==> src/design/rbs_exec_regs.vh <==
`ifndef RBS_EXEC_REGS_VH
`define RBS_EXEC_REGS_VH
`define RBS_OPC_JUMP      4'hD
`define RBS_OPC_JUMP_B11  1'h0
`define RBS_OPC_SETBIT    4'h8
`define RBS_IDX_LIMIT     8'h5F
`define RBS_ACC_SPLIT     8'h80
`define RBS_ACC_HI_BANK   4'hF
`define RBS_ACC_LO_BANK   4'h0
`define RBS_Q1            2'h0
`define RBS_Q2            2'h1
`define RBS_Q3            2'h2
`define RBS_Q4            2'h3
`define RBS_OPC_HI        15
`define RBS_OPC_LO        12
`define RBS_JUMP_SEL      11
`define RBS_OFFS_HI       10
`define RBS_BIT_HI        11
`define RBS_BIT_LO        9
`define RBS_BANK_POS      8
`define RBS_FILE_HI       7
`define RBS_RST_ADDR      12'h000
`define RBS_RST_BYTE      8'h00
`endif

==> src/design/rbs_exec.v <==
`timescale 1ns/100ps
`default_nettype none
`include "rbs_exec_regs.vh"
module rbs_exec #(
	parameter PC_W = 21
) (
	input  wire             clk_i,
	input  wire             srst_i,
	input  wire [1:0]       q_phase_i,
	input  wire [15:0]      instr_i,
	input  wire [PC_W-1:0]  pc_i,
	input  wire [3:0]       bank_select_register_i,
	input  wire             ext_set_en_i,
	input  wire [11:0]      fsr2_i,
	input  wire [7:0]       rd_data_i,
	output reg  [11:0]      addr_o,
	output reg              rd_o,
	output reg              wr_o,
	output reg  [7:0]       wr_data_o,
	output reg  [PC_W-1:0]  pc_load_o,
	output reg              pc_load_en_o,
	output reg              flush_o,
	output wire             status_wr_o
);
	// ----------------------------------------
	// Field widths
	// ----------------------------------------
	localparam OPC_W  = 4;
	localparam BIT_W  = 3;
	localparam FILE_W = 8;
	localparam OFFS_W = 11;
	localparam ADDR_W = 12;
	localparam MASK_W = 8;

	// ----------------------------------------
	// Instruction fields
	// ----------------------------------------
	wire [OPC_W-1:0]  opcode;
	wire              jump_sel;
	wire [BIT_W-1:0]  bitnum;
	wire              bank_f;
	wire [FILE_W-1:0] faddr;
	wire [OFFS_W-1:0] offs;
	wire [PC_W-1:0]   target;
	wire [MASK_W-1:0] bit_mask;

	assign opcode   = instr_i[`RBS_OPC_HI:`RBS_OPC_LO];
	assign jump_sel = instr_i[`RBS_JUMP_SEL];
	assign bitnum   = instr_i[`RBS_BIT_HI:`RBS_BIT_LO];
	assign bank_f   = instr_i[`RBS_BANK_POS];
	assign faddr    = instr_i[`RBS_FILE_HI:0];
	assign offs     = instr_i[`RBS_OFFS_HI:0];

	// ----------------------------------------
	// Control and datapath state
	// ----------------------------------------
	reg               in_flush;
	reg  [7:0]        latched;
	reg               is_jump;
	reg               is_setbit;
	reg  [11:0]       ea;
	reg               next_in_flush;
	reg  [7:0]        next_latched;
	reg  [11:0]       next_addr;
	reg               next_rd;
	reg               next_wr;
	reg  [7:0]        next_wr_data;
	reg  [PC_W-1:0]   next_pc_load;
	reg               next_pc_load_en;
	reg               next_flush;

	// ----------------------------------------
	// Decode functions
	// ----------------------------------------
	function opc_match;
		input [3:0] op;
		input [3:0] code;
		begin
			opc_match = (op == code);
		end
	endfunction

	function [PC_W-1:0] jump_disp;
		input [10:0] n;
		begin
			jump_disp = {{(PC_W-OFFS_W-1){n[`RBS_OFFS_HI]}}, n, 1'h0};
		end
	endfunction

	function [11:0] eff_addr;
		input [7:0]  f;
		input        a;
		input [3:0]  bank_select_register;
		input        ext;
		input [11:0] fsr;
		begin
			if (a) begin
				eff_addr = {bank_select_register, f};
			end else if (ext && f <= `RBS_IDX_LIMIT) begin
				eff_addr = fsr + {4'h0, f};
			end else if (f < `RBS_ACC_SPLIT) begin
				eff_addr = {`RBS_ACC_LO_BANK, f};
			end else begin
				eff_addr = {`RBS_ACC_HI_BANK, f};
			end
		end
	endfunction

	// ----------------------------------------
	// Jump target
	// ----------------------------------------
	assign target = pc_i + jump_disp(offs);

	// ----------------------------------------
	// Bit mask
	// ----------------------------------------
	genvar gi;
	generate
		for (gi = 0; gi < MASK_W; gi = gi + 1) begin : g_mask
			localparam [BIT_W-1:0] BIT_IDX = gi;
			assign bit_mask[gi] = (bitnum == BIT_IDX);
		end
	endgenerate

	// ----------------------------------------
	// Instruction decode
	// ----------------------------------------
	always @* begin
		is_jump   = !in_flush && opc_match(opcode, `RBS_OPC_JUMP)
			&& (jump_sel == `RBS_OPC_JUMP_B11);
		is_setbit = !in_flush && opc_match(opcode, `RBS_OPC_SETBIT);
		ea        = eff_addr(faddr, bank_f, bank_select_register_i, ext_set_en_i, fsr2_i);
	end

	// ----------------------------------------
	// Status flags
	// ----------------------------------------
	assign status_wr_o = 1'h0;

	// ----------------------------------------
	// Phase sequencing
	// ----------------------------------------
	always @* begin
		next_in_flush   = in_flush;
		next_latched    = latched;
		next_addr       = addr_o;
		next_rd         = 1'h0;
		next_wr         = 1'h0;
		next_wr_data    = wr_data_o;
		next_pc_load    = pc_load_o;
		next_pc_load_en = 1'h0;
		next_flush      = flush_o;
		case (q_phase_i)
			`RBS_Q1: begin
				if (is_setbit) begin
					next_addr = ea;
					next_rd   = 1'h1;
				end
			end
			`RBS_Q2: begin
				if (is_setbit) begin
					next_latched = rd_data_i;
				end
			end
			`RBS_Q3: begin
				if (is_setbit) begin
					next_wr_data = latched | bit_mask;
					next_wr      = 1'h1;
				end
				if (is_jump) begin
					next_pc_load    = target;
					next_pc_load_en = 1'h1;
				end
			end
			`RBS_Q4: begin
				next_in_flush = is_jump;
				next_flush    = is_jump;
			end
			default: begin
				next_in_flush = in_flush;
			end
		endcase
	end

	// ----------------------------------------
	// Strobe registers
	// ----------------------------------------
	always @(posedge clk_i) begin
		if (srst_i) begin
			rd_o         <= 1'h0;
			wr_o         <= 1'h0;
			pc_load_en_o <= 1'h0;
			flush_o      <= 1'h0;
			in_flush     <= 1'h0;
		end else begin
			rd_o         <= next_rd;
			wr_o         <= next_wr;
			pc_load_en_o <= next_pc_load_en;
			flush_o      <= next_flush;
			in_flush     <= next_in_flush;
		end
	end

	// ----------------------------------------
	// Data registers
	// ----------------------------------------
	always @(posedge clk_i) begin
		if (srst_i) begin
			latched   <= `RBS_RST_BYTE;
			addr_o    <= `RBS_RST_ADDR;
			wr_data_o <= `RBS_RST_BYTE;
			pc_load_o <= {PC_W{1'h0}};
		end else begin
			latched   <= next_latched;
			addr_o    <= next_addr;
			wr_data_o <= next_wr_data;
			pc_load_o <= next_pc_load;
		end
	end
endmodule
`default_nettype wire

==> config.mk <==
export PLATFORM = sky130hd
export DESIGN_NAME = rbs_exec
export DESIGN_NICKNAME = d
export VERILOG_FILES = /design/src/design/rbs_exec.v
export VERILOG_INCLUDE_DIRS = /design/src /design/src/design
export SDC_FILE = /design/constraint.sdc
export NUM_CORES = 1
export LEC_CHECK = 0
export ABC_AREA = 1
export BUFFER_PORTS_ARGS = -buffer_cell sky130_fd_sc_hd__buf_2
export CAP_MARGIN = 30
export CORE_MARGIN = 4
export CORE_UTILIZATION = 47
export CTS_CLUSTER_DIAMETER = 40
export DETAILED_ROUTE_END_ITERATION = 8
export HOLD_SLACK_MARGIN = 0.08
export PLACE_DENSITY = 0.77
export SETUP_SLACK_MARGIN = 0.05
export SYNTH_ARGS = -nofsm -noshare
export SYNTH_HDL_FRONTEND = slang
export SYNTH_SLANG_ARGS = --single-unit
export TNS_END_PERCENT = 50
==> constraint.sdc <==
create_clock -name clk_i -period 1.55 [get_ports clk_i]
set_input_delay 0.2325 -clock clk_i [delete_from_list [all_inputs] [get_ports clk_i]]
set_output_delay 0.2325 -clock clk_i [all_outputs]
set_load 0.01 [all_outputs]
* Word level (Yosys, flattened, before mapping)
Cells that the tools add are included.
** Word-level totals
- Flip-flop bits (word level) :: 53
- Input port bits :: 66
- Output and inout port bits :: 46
- Logic and storage cells :: 46
** Cells by class
- $add $sub $neg :: 2
- $lt $le $gt $ge :: 2
- Equal/unequal tests :: 12
- Muxes and demuxes :: 5
- Bitwise logic cells :: 4
- Reduce and logical (&&, ||, !) cells :: 13
** Operators by type and width (number)
- 12-bit two-way mux :: 3
- 21-bit adder :: 1
- 12-bit by 8-bit adder with 12-bit output :: 1
- 3-bit equality test, second input constant :: 4
- 4-bit equality test, second input constant :: 2
- 8-bit by 7-bit less-or-equal comparator with 1-bit output, second input constant :: 1
- 8-bit < comparator, second input constant :: 1
- 8-bit bitwise OR :: 1
- 2-bit AND reduction :: 4
- 3-bit by 2-bit equality test with 1-bit output, second input constant :: 2
- 2-bit equality test, second input constant :: 2
- 1-bit logical AND :: 4
- 2-bit OR reduction :: 2
- 3-bit by 1-bit equality test with 1-bit output, second input constant :: 1
- 3-bit logical NOT :: 1
- 1-bit inverter :: 3
- 2-bit by 1-bit equality test with 1-bit output, second input constant :: 1
- 2-bit logical NOT :: 1
- 1-bit two-way mux :: 2
- 1-bit logical NOT :: 1

* Longest topological paths before layout
Gate-level depths: netlist of the first run.
- Depth after elaboration :: 4
- Mapped depth :: 13
- Depth with buffers taken out :: 13

* Worst setup path before layout of the first run
No wires, ideal clock.
- Kind :: input to register
- Start :: in instr_i[0]
- End :: reg pc_load_o[9]
- Setup time :: 0.057 ns
- Arrival :: 1.571 ns
- Required time :: 1.493 ns
- Setup slack :: -0.078 ns
- Stages :: 8
- Path buffers :: 0
- Path through :: ha_1 fa_1 a21oi_2 o21ai_1 or2_1 nand3_1 o211ai_1 inv_1
** On the way
- Cells in the longest elaborated chain, start to end :: 1
** RTL lines
- from (decl) :: line rbs_exec.v:10 : input wire [15:0] instr_i,
- 21-bit adder :: line rbs_exec.v:112 : assign target = pc_i + jump_disp(offs);
- to (signal assigned) :: line rbs_exec.v:212 : pc_load_o <= {PC_W{1'h0}};
- to (signal assigned) :: line rbs_exec.v:217 : pc_load_o <= next_pc_load;
- to (decl) :: line rbs_exec.v:20 : output reg [PC_W-1:0] pc_load_o,
Every way passes these cells.
A chain may end at the register's enable or synchronous reset.

* Worst setup path in the final report of the first run
- Start :: in instr_i[2]
- End :: reg addr_o[11]
** On the way
- Cells in the longest elaborated chain, start to end :: 4
- Elaborated cells between the ends (all ways) :: 7
- Those cells by class :: 1 x add/sub; 2 x order compare; 3 x mux; 1 x reduce/logical
** RTL lines
- 8-bit < comparator (no line) or 8-bit by 7-bit less-or-equal comparator with 1-bit output (tied branches)
- 12-bit two-way mux or 1-bit logical AND (tied branches)
- 12-bit two-way mux (*) :: line rbs_exec.v:99 : end else if (ext && f <= `RBS_IDX_LIMIT) begin
- 12-bit two-way mux (*) :: line rbs_exec.v:97 : if (a) begin
- to (signal assigned) :: line rbs_exec.v:210 : addr_o <= `RBS_RST_ADDR;
- to (signal assigned) :: line rbs_exec.v:215 : addr_o <= next_addr;
- to (decl) :: line rbs_exec.v:16 : output reg [11:0] addr_o,
Every way passes the cells marked *; elsewhere a longest branch is shown, timed or not.

==> impl_results.md, run 1 <==
* Endpoints failing setup at 0
* TritonCTS Buffers at 5
* GRT Util Overall at 0.234
* GRT overflow at 0
* Dpl ws at -0.303 ns
* Area growth, synth to finish at 39.2%
* Clk slew on worst S/H paths at approximately 0.10 ns
* Overall Power at approximately 3500 uW
* Crit Reg-Reg Startpoint: in_flush
* Final-report hold violation count at 0
* CP bufs+invs at 2
* LEAKAGE at roughly 0.0027 uW
* Row count at 32
* CP cell instances: buf_2 > ha_1 > a21oi_1 > nand2_1 > buf_4 > nand3_1 > nand3_1 > nand2_1 > nand3_1 > a21oi_1
* Worst reg-to-reg setup slack at ~0.14 ns
* Total routed wirelength at between 10000 and 15000 um
* Routed Antenna Nets at 0
* Arr. time, crit path at 1.71 ns
* RSZ-0062 raised after global routing: true
* Final worst setup slack at 0.0766 ns
* Reg2reg end: addr_o[8]
* Top cell by count, worst path: nand3_1
* Synth Flop Type: dfxtp_1
* Critical path's top delay family: simple AND/OR/NAND/NOR gates
* Hold path depth at 3
* Starting Density at 0.484
* Via-per-instance ratio at about 5.2
* Number of synthesized flops with an enable pin at 0
* Max-Cap Viols at 0
* CP endpoint kind: register
* Die width at slightly below 100 um
* Async set-reset flop share out of synthesis at 0
* Die Y at ~100 um
* Cts hold-fix bufs at 0
* Final Net Count at approximately 840
* Synthesized Nets at between 600 and 700
* Wire length per cell at between 10 and 15 um
* DR vias at between 4k and 5k
* Worst-case reg-to-reg path depth at 7
* Initial drt markers at between 200 and 250
* Worst hold-check path type: in -> reg
* Yosys warning count at 0
* Worst Hold End: latched[4]
* Final Cycle Share at 0.951
* Core area at 0.00777 mm^2
* H-tree depth at 2
* Max frequency at roughly 0.68 GHz
* Final Slew Violations at 0
* Global-route wire length before repair at roughly 19000 um
* Crit path kind: in -> reg
* Final min period at ~1.5 ns
* CTS tree: yes
* Routability-driven placement congestion ratio at 0.910
* Sequential share of the synthesized area at 0.282
* Peak VDD IR at between 0.4 and 0.5 mV
* Crit-path max FO at 4
* Cells after Synth at 571
* CTS max path bufs at 2
* Core Util, Final at 0.673
* Run status: completed
* CP peak stage delay at approximately 0.35 ns
* Worst Clk Skew at between 0.005 and 0.006 ns
* Vias in the first global route at approximately 4.0k
* DPL Wire Length at 9380 um
* Post-Syn Area at approximately 0.0038 mm^2
* I/O Pins at 112
* Critical Path RT at ~1.8 ns
* Root Driver: clkbuf_8
* TritonCTS Sinks at 53
* Commonest non-fill, non-tap cells in the layout: 116 x nand2_1, 109 x buf_2, 76 x nor2_1
* Die area at around 0.0095 mm^2
* Largest net degree at the start of global routing at 38
* Drt drc at 0
* Startpoint Class: input pin
* Most common cell after layout, fill and taps aside: nand2_1
* Worst Hold Launch: rd_data_i[4]
* FF+latch count, synth at 53
* Synth unique cells at between 40 and 50
* Critical path's slowest cell: ha_1
* 1st-pass router iterations at 8
* Initial antenna violation count at 0
* Power density cells at between 600 and 700 mW/mm^2
* Latest clock arrival within the worst-skew pair at ~0.30 ns
* Share of cells above drive strength 1 at 0.336
* Port bufs at 110
* Ant. Diodes at 0
* Syn_area_per_cell at 6.58 um^2
[kinds of logic (layout without fill, tap and decap cells)]
kind of cell / count (synthesis) / count (layout) / synth area share
other cells: 1 / 1 / 0.000998
buf+inv: 86 / 256 / 0.104
simple gates: 272 / 272 / 0.311
compound gates: 118 / 118 / 0.173
xor+xnor: 12 / 12 / 0.0280
flops: 53 / 53 / 0.282
fa+ha+maj: 29 / 29 / 0.101
[how the worst max path moves through the flow]
| stage | from | to | slack [ns] | depth (start not counted) |
|---|---|---|---|---|
| after detailed placement | instr_i[6] | pc_load_o[18] | -0.30 | 12 |
| after global placement | instr_i[6] | pc_load_o[18] | -0.30 | 12 |
| after global routing | instr_i[6] | pc_load_o[14] | -0.003 | 10 |
| final | instr_i[2] | addr_o[11] | 0.08 | 10 |
| after CTS | instr_i[2] | addr_o[5] | 0.04 | 9 |
| after floorplan | instr_i[0] | pc_load_o[9] | 0.04 | 8 |
[synthesized netlist by cell type (2+ instances only)]
cell	count	area, um^2
nand2_1	124	465
nor2_1	82	308
inv_1	70	263
dfxtp_1	53	1060
a21oi_1	48	240
nand3_1	44	220
o21ai_0	43	215
ha_1	27	338
a31oi_1	8	50.1
nand4_1	7	43.8
xor2_1	7	61.3
xnor2_1	5	43.8
o21ai_1	4	20.0
a21oi_2	3	26.3
buf_4	3	22.5
buf_6	3	33.8
clkbuf_1	3	11.3
nor3_2	3	30.0
o211ai_1	3	22.5
o21bai_1	3	22.5
a21o_1	2	15.0
a311oi_1	2	17.5
buf_2	2	10.0
fa_1	2	40.0
inv_2	2	7.51
nor3_1	2	10.0
or2_1	2	12.5
[per-stage QoR]
step | hold WS (ns) | std cells | TNS, ns | area (um^2)
floorplan | 0.348 | 571 | 0 | 3780
detailed placement | 0.458 | 833 | -4.41 | 4820
CTS | 0.147 | 841 | 0 | 4930
global placement | 0.446 | 833 | -3.74 | 4820
global route | 0.175 | 843 | -0.00255 | 5230
finish | 0.144 | 843 | 0 | 5230
[layout make-up]
cell class                      instances  area [um^2]
Clock inverter                          2         38.8
Multi-Input combinational cell        432         2600
Timing Repair Buffer                  174         1040
Clock buffer                            6         72.6
Inverter                               73          283
Sequential cell                        53         1060
Timing Repair inverter                  1         7.51
Fill cell                             706         2540
Tap cell                              102          128
[report_power, final]
group / internal, uW / total (uW) / leakage [uW] / switching (uW)
Clock: 486 / 963 / 0.0000554 / 477
Combinational: 537 / 1170 / 0.00222 / 635
Sequential: 1380 / 1380 / 0.000428 / 8.69
Total: 2400 / 3520 / 0.00270 / 1120
[what timing repair did]
item / in CTS / in global routing
gates resized for setup: 1 / 56
gates cloned: 0 / 1
setup endpoints to repair: 5 / 34
pin swaps: 0 / 9
setup buffers: 0 / 1
[worst min-delay path, delay by kind of cell]
family                 cells  cell delay [ns]
buffers and inverters      1             0.07
and+or+nand+nor            2             0.12
[state kept, by name (all words and copies together) (netlist names)]
signal	flops
wr_data_o	8
wr_o	1
addr_o	12
pc_load_en_o	1
in_flush	1
latched	8
pc_load_o	21
rd_o	1
[metal layers]
layer,vias up,GRT usage,part of all wire
met2,179,0.377,0.45
met3,19,0.0395,0.065
li1,2210,-,-
met1,1988,0.330,0.46
met5,-,0,0
met4,0,0.0490,0.018
No activity file was read; power rests on OpenSTA's default activity.
==> inputs of run 2 (changes only) <==
--- a/config.mk
+++ b/config.mk
@@ -14,7 +14,7 @@
 export CTS_CLUSTER_DIAMETER = 40
 export DETAILED_ROUTE_END_ITERATION = 8
 export HOLD_SLACK_MARGIN = 0.08
-export PLACE_DENSITY = 0.77
+export PLACE_DENSITY = 0.74
 export SETUP_SLACK_MARGIN = 0.05
 export SYNTH_ARGS = -nofsm -noshare
 export SYNTH_HDL_FRONTEND = slang
==> run 2 against run 1 <==
Net effect:
- clock power decreased by 14%
- routed wire length rose by 5.8%
- via count up 3.6%
- clock-buffer cell count decreased by 1
- fmax fell by 4.8%
==> impl_results.md, run 2 (synthesis results as in run 1) <==
* Startpoint Class: input pin
* WP depth at 10
* Critical path's slowest cell: ha_4
* Final Cycle Share at 0.999
* Sequential share of power at 0.397
* Clock power share at 0.236
* CP bufs+invs at 2
* GRT overflow at 0
* Crit path kind: in -> reg
* Final-report hold violation count at 0
* Worst-case reg-to-reg path depth at 7
* Final Net Count at about 850
* TritonCTS Buffers at 5
* Final min period at ~1.5 ns
* Port bufs at between 100 and 150
* Internal power at ~2300 uW
* CP peak stage delay at about 0.29 ns
* Starting Density at 0.484
* Endpoints failing setup at 0
* Worst Clk Skew at about 0.013 ns
* Final Slew Violations at 0
* CP cell instances: clkbuf_4 > ha_4 > a21oi_1 > o21ai_0 > buf_4 > a21oi_1 > nand3_1 > nand2_1 > nor2_1 > nor2_1
* Die area at roughly 0.0095 mm^2
* Critical path's top delay family: compound AO/OA/AOI/OAI gates
* Setup TNS at 0 ns
* Final Cell Area at approximately 0.0054 mm^2
* Routability-driven placement congestion ratio at 0.924
* Dpl ws at -0.291 ns
* Routed Antenna Nets at 0
* Total routed wirelength at 12600 um
* Wire length per cell at about 15 um
* Latest clock arrival within the worst-skew pair at ~0.31 ns
* Critical Path RT at roughly 1.8 ns
* Power density cells at roughly 640 mW/mm^2
* CP endpoint kind: register
* Worst hold-check path type: in -> reg
* Vias in the first global route at slightly above 4k
* CTS max path bufs at 2
* TritonCTS Sinks at 53
* H-tree depth at 2
* Via-per-instance ratio at around 5.3
* Crit-path max FO at 6
* Run status: completed
* Root Driver: clkbuf_8
* Most common cell after layout, fill and taps aside: nand2_1
* Max frequency at approximately 0.65 GHz
* Core area at ~0.0078 mm^2
* Dpl cell area at 0.00488 mm^2
* Initial drt markers at 319
* Combinational Power Share at 0.366
* Area growth, synth to finish at 44.5%
* CTS tree: yes
* Largest net degree at the start of global routing at 38
* Largest registers: pc_load_o (21), addr_o (12)
* 1st-pass router iterations at 6
* Switching share of power at 0.341
* Net Switching at approximately 1200 uW
* Reg with most FFs: pc_load_o
* Arr. time, crit path at between 1.5 and 2 ns
* Die width at ~97 um
* Hold path depth at 3
* Max reg flops at 21
* Clk slew on worst S/H paths at approximately 0.11 ns
* DR vias at approximately 4.6k
* LEAKAGE at roughly 0.0028 uW
* GRT Util Overall at 0.236
* # fillers at between 600 and 700
* Share of cells above drive strength 1 at 0.370
* Initial antenna violation count at 0
* Peak VDD IR at approximately 0.37 mV
* RSZ-0062 raised after global routing: true
* Row count at 32
* DPL Wire Length at 9290 um
* Die Y at about 97 um
* Final worst setup slack at ~0.002 ns
* Commonest non-fill, non-tap cells in the layout: 116 x nand2_1, 109 x buf_2, 70 x buf_4
* Global-route wire length before repair at 18800 um
* Ant. Diodes at 0
* Max-Cap Viols at 0
* I/O Pins at between 100 and 150
* Drt drc at 0
## run 2: cell types whose count changed in the layout (fill, tap and decap cells not counted), moves of 3 or more
cell     delta
nor2_1      -7
nor2_2      +7
buf_4       +6
a21oi_1     -4
ha_4        +4
a21oi_2     +3
ha_2        -3
nand3_1     -3
nand3_2     +3
## run 2: layout make-up
cell class	instances	area, um^2	area share
repair inverters	1	5.00	0.000922
repair buffers	184	1130	0.209
inverters	73	285	0.0526
flip-flops and latches	53	1060	0.196
multi-input cells	432	2720	0.501
clock inverters	3	25.0	0.00461
well taps	102	128	0.0235
clock buffers	5	68.8	0.0127
## run 2: path summary, 6_finish.rpt
kind,startpoint,end,slack [ns]
min reg2reg,latched[5],latched[5],0.47
min,rd_data_i[4],latched[4],0.16
max reg2reg,in_flush,addr_o[4],0.15
max,instr_i[10],pc_load_o[15],0.002
## run 2: through the flow
step                      total power, uW  utilization  hold WS (ns)  std cells
after floorplan                      1980            -         0.348        571
after global placement               2440        0.629         0.452        840
after detailed placement             2460        0.629         0.454        840
after CTS                            3280        0.642         0.154        848
after global routing                 3680        0.699         0.176        853
final                                3490        0.699         0.158        853
## run 2: power groups by stage
stage | Clock (uW) | Combinational, uW | Sequential, uW
2_1_floorplan | 0 | 561 | 1420
3_3_place_gp | 0 | 1030 | 1410
3_5_place_dp | 0 | 1050 | 1420
4_1_cts | 839 | 1050 | 1380
5_1_grt | 891 | 1400 | 1390
6_report | 824 | 1280 | 1380
## run 2: what timing repair did
| item | in CTS | in global routing |
|---|---|---|
| buffers inserted | 0 | 4 |
| pin swaps | 0 | 9 |
| setup endpoints to repair | 10 | 35 |
| resized for setup | 4 | 83 |
| cloned | 0 | 1 |
| hold buffers | 0 | 0 |
## run 2: tightest hold or removal path: stages
cell	delay, ns
buf_2	0.08
nor2_1	0.04
nor2_1	0.09
## run 2: metal layers
metal	global-route usage	part of all wire
met1	0.327	0.43
met2	0.384	0.47
met3	0.0280	0.074
met4	0.0724	0.026
met5	0	0
==> inputs of run 3 (changes only) <==
--- a/config.mk
+++ b/config.mk
@@ -6,7 +6,6 @@
 export SDC_FILE = /design/constraint.sdc
 export NUM_CORES = 1
 export LEC_CHECK = 0
-export ABC_AREA = 1
 export BUFFER_PORTS_ARGS = -buffer_cell sky130_fd_sc_hd__buf_2
 export CAP_MARGIN = 30
 export CORE_MARGIN = 4
@@ -16,6 +15,7 @@
 export HOLD_SLACK_MARGIN = 0.08
 export PLACE_DENSITY = 0.74
 export SETUP_SLACK_MARGIN = 0.05
+export SLEW_MARGIN = 20
 export SYNTH_ARGS = -nofsm -noshare
 export SYNTH_HDL_FRONTEND = slang
 export SYNTH_SLANG_ARGS = --single-unit
==> run 3 against run 2 <==
Net effect:
- the run now ends with negative setup slack left
- combinational power rose by 8%
- via count shrank 3.7%
- register-to-register slack got worse by 0.53 ns
- core utilization grew 13 points
==> impl_results.md, run 3 <==
* GRT Util Overall at 0.283
* Final Slew Violations at 0
* FF+latch count, synth at between 50 and 60
* Non-filler cells, final at ~760
* Routability-driven placement congestion ratio at approximately 0.94
* H-tree depth at 2
* Worst Hold Launch: rd_data_i[6]
* Multiplexer share of the synthesized area at 0.0285
* Run status: complete, but fails checks
* RSZ-0062 raised after global routing: true
* Die area at around 0.009 mm^2
* CTS tree: yes
* Synthesized Nets at 532
* Vias in the first global route at approximately 4.4k
* Crit-path max FO at 2
* TritonCTS Buffers at 5
* Crit path kind: in -> reg
* Arr. time, crit path at about 2.3 ns
* Met2 Use GR at 0.499
* Worst Clk Skew at about 0.0035 ns
* Simple-gate portion of the synthesized area at 0.226
* Total routed wirelength at around 14000 um
* TritonCTS Sinks at 53
* Startpoint Class: input pin
* DPL Wire Length at 9230 um
* Initial drt markers at 202
* Worst reg-to-reg setup slack at -0.38 ns
* LEAKAGE at 0.00279 uW
* Async set-reset flop share out of synthesis at 0
* 1st-pass router iterations at 5
* M3 GR Usage at 0.0590
* Cells after Synth at 437
* Final Cycle Share at 1.37
* Placed cell count at between 700 and 800
* Dpl ws at -0.798 ns
* CP cell instances: buf_8 > ha_4 > o211ai_1 > o211ai_1 > nand4_1 > a2111oi_4 > mux2_4 > a211o_1
* Peak VDD IR at about 0.41 mV
* Clk slew on worst S/H paths at approximately 0.11 ns
* Yosys top cell by area: dfxtp_1
* Reg with most FFs: pc_load_o
* CP endpoint kind: register
* Synth Area in Adders at 0.106
* Failing checks: negative setup slack
* Critical path's slowest cell: a2111oi_4
* Met1 usage in global routing at 0.329
* Final-report hold violation count at 0
* Core Util, Final at 0.833
* Share of cells above drive strength 1 at 0.562
* Final worst setup slack at -0.566 ns
* Global-route wire length before repair at slightly above 20000 um
* Routed Antenna Nets at 0
* Drt drc at 0
* Latest clock arrival within the worst-skew pair at roughly 0.31 ns
* Wire length per cell at approximately 18 um
* Largest registers: pc_load_o (21), addr_o (12)
* Ant. Diodes at 0
* Core area at about 0.0073 mm^2
* Cts hold-fix bufs at 0
* Syn_area_per_cell at 8.13 um^2
* Die width at about 95 um
* Post-Syn Area at roughly 0.0036 mm^2
* Row count at 31
* Largest family of logic cells by synthesized area: compound AO/OA/AOI/OAI gates
* GRT busiest layer: met2
* CP peak stage delay at around 0.43 ns
* Synth top area cells: dfxtp_1 30%, ha_1 9.5%, nand2_1 6.2%
* Reg2reg end: addr_o[11]
* I/O Pins at ~110
* Max reg flops at 21
* Final Net Count at between 700 and 800
* Most common cell after layout, fill and taps aside: buf_4
* Starting Density at 0.487
* Worst hold-check path type: in -> reg
* Hold path depth at 3
* Initial antenna violation count at 0
* Root Driver: clkbuf_8
* Most instantiated cells after synthesis: 59 x nand2_1, 53 x dfxtp_1, 43 x nor2_1
* Synth Flop Type: dfxtp_1
* Worst-case reg-to-reg path depth at 7
* Number of synthesized flops with an enable pin at 0
* Post-synth top area share at 0.299
* Via-per-instance ratio at ~5.8
* DR vias at approximately 4.4k
* Worst Hold End: latched[6]
* Commonest non-fill, non-tap cells in the layout: 101 x buf_4, 100 x buf_2, 52 x dfxtp_1
* Compound-Gate Fraction of Synth Area at 0.237
* Largest net degree at the start of global routing at 28
* Sequential share of the synthesized area at 0.299
* Final min period at around 2.1 ns
* Synth Area in XOR/XNOR at 0.0468
* Most frequent cell after synthesis: nand2_1
* Power density cells at approximately 600 mW/mm^2
* Synth unique cells at about 70
* Top cell by count, worst path: o211ai_1
* Critical Path RT at about 1.8 ns
* Max-Cap Viols at 0
* Port bufs at 110
* Fin Hold WS at 0.140 ns
* Dpl cell area at 0.00508 mm^2
* Endpoints failing setup at slightly above 50
* Max frequency at 0.473 GHz
* Area growth, synth to finish at 71.1%
* GRT overflow at 0
* Crit Reg-Reg Startpoint: in_flush
* CTS max path bufs at 2
* Final Cell Area at roughly 0.0061 mm^2
* Yosys warning count at 0
* Die Y at between 90 and 100 um
==> run 3: logic make-up (layout without fill, tap and decap cells) <==
kind of cell | Yosys count | count (layout)
fa+ha+maj | 29 | 29
other cells | 1 | 1
mux | 10 | 10
buf+inv | 36 | 256
simple gates | 167 | 167
compound gates | 122 | 122
xor+xnor | 19 | 19
flops | 53 | 53
==> run 3: routing by layer <==
layer  vias up  part of all wire
met4         0             0.039
li1       2034                 -
met5         -                 0
met2       185              0.52
met3        53             0.061
met1      2111              0.38
==> run 3: report_power, final <==
group	switching, uW	total (uW)	internal (uW)	leakage [uW]
clock network	530	869	340	0.0000506
registers	8.68	1380	1370	0.000428
logic	696	1380	688	0.00232
==> run 3: stage by stage <==
stage                     power, uW  TNS (ns)
final                          3640    -11.30
after global routing           3780    -13.89
after detailed placement       2500    -17.74
after global placement         2470    -15.44
after floorplan                2010     -7.37
after CTS                      3480    -10.87
==> run 3: worst max path at each step <==
stage,end,start
floorplan,pc_load_o[15],instr_i[0]
global placement,pc_load_o[15],instr_i[0]
detailed placement,pc_load_o[20],instr_i[1]
CTS,pc_load_o[15],instr_i[0]
global route,pc_load_o[20],instr_i[4]
finish,pc_load_o[20],instr_i[4]
==> run 3: cell type report <==
class	count	area, um^2
Clock inverter	3	28.8
Sequential cell	53	1060
Fill cell	449	1210
Clock buffer	5	68.8
Inverter	11	41.3
Tap cell	99	124
Timing Repair Buffer	237	1730
Multi-Input combinational cell	348	3020
==> run 3: worst max-delay path: cells and delay by family <==
family                     cells  cell delay [ns]
buffers and inverters          1             0.11
AOI/OAI and AO/OA              4             1.11
and+or+nand+nor                1             0.29
muxes                          1             0.33
adders and majority gates      1             0.26
==> run 3: repair_timing <==
action                                  4_1_cts  5_1_grt
cloned                                        3        0
buffers inserted                             17       11
resized for setup                            83       80
pin swaps                                    30       43
endpoints found under the setup margin       52       52
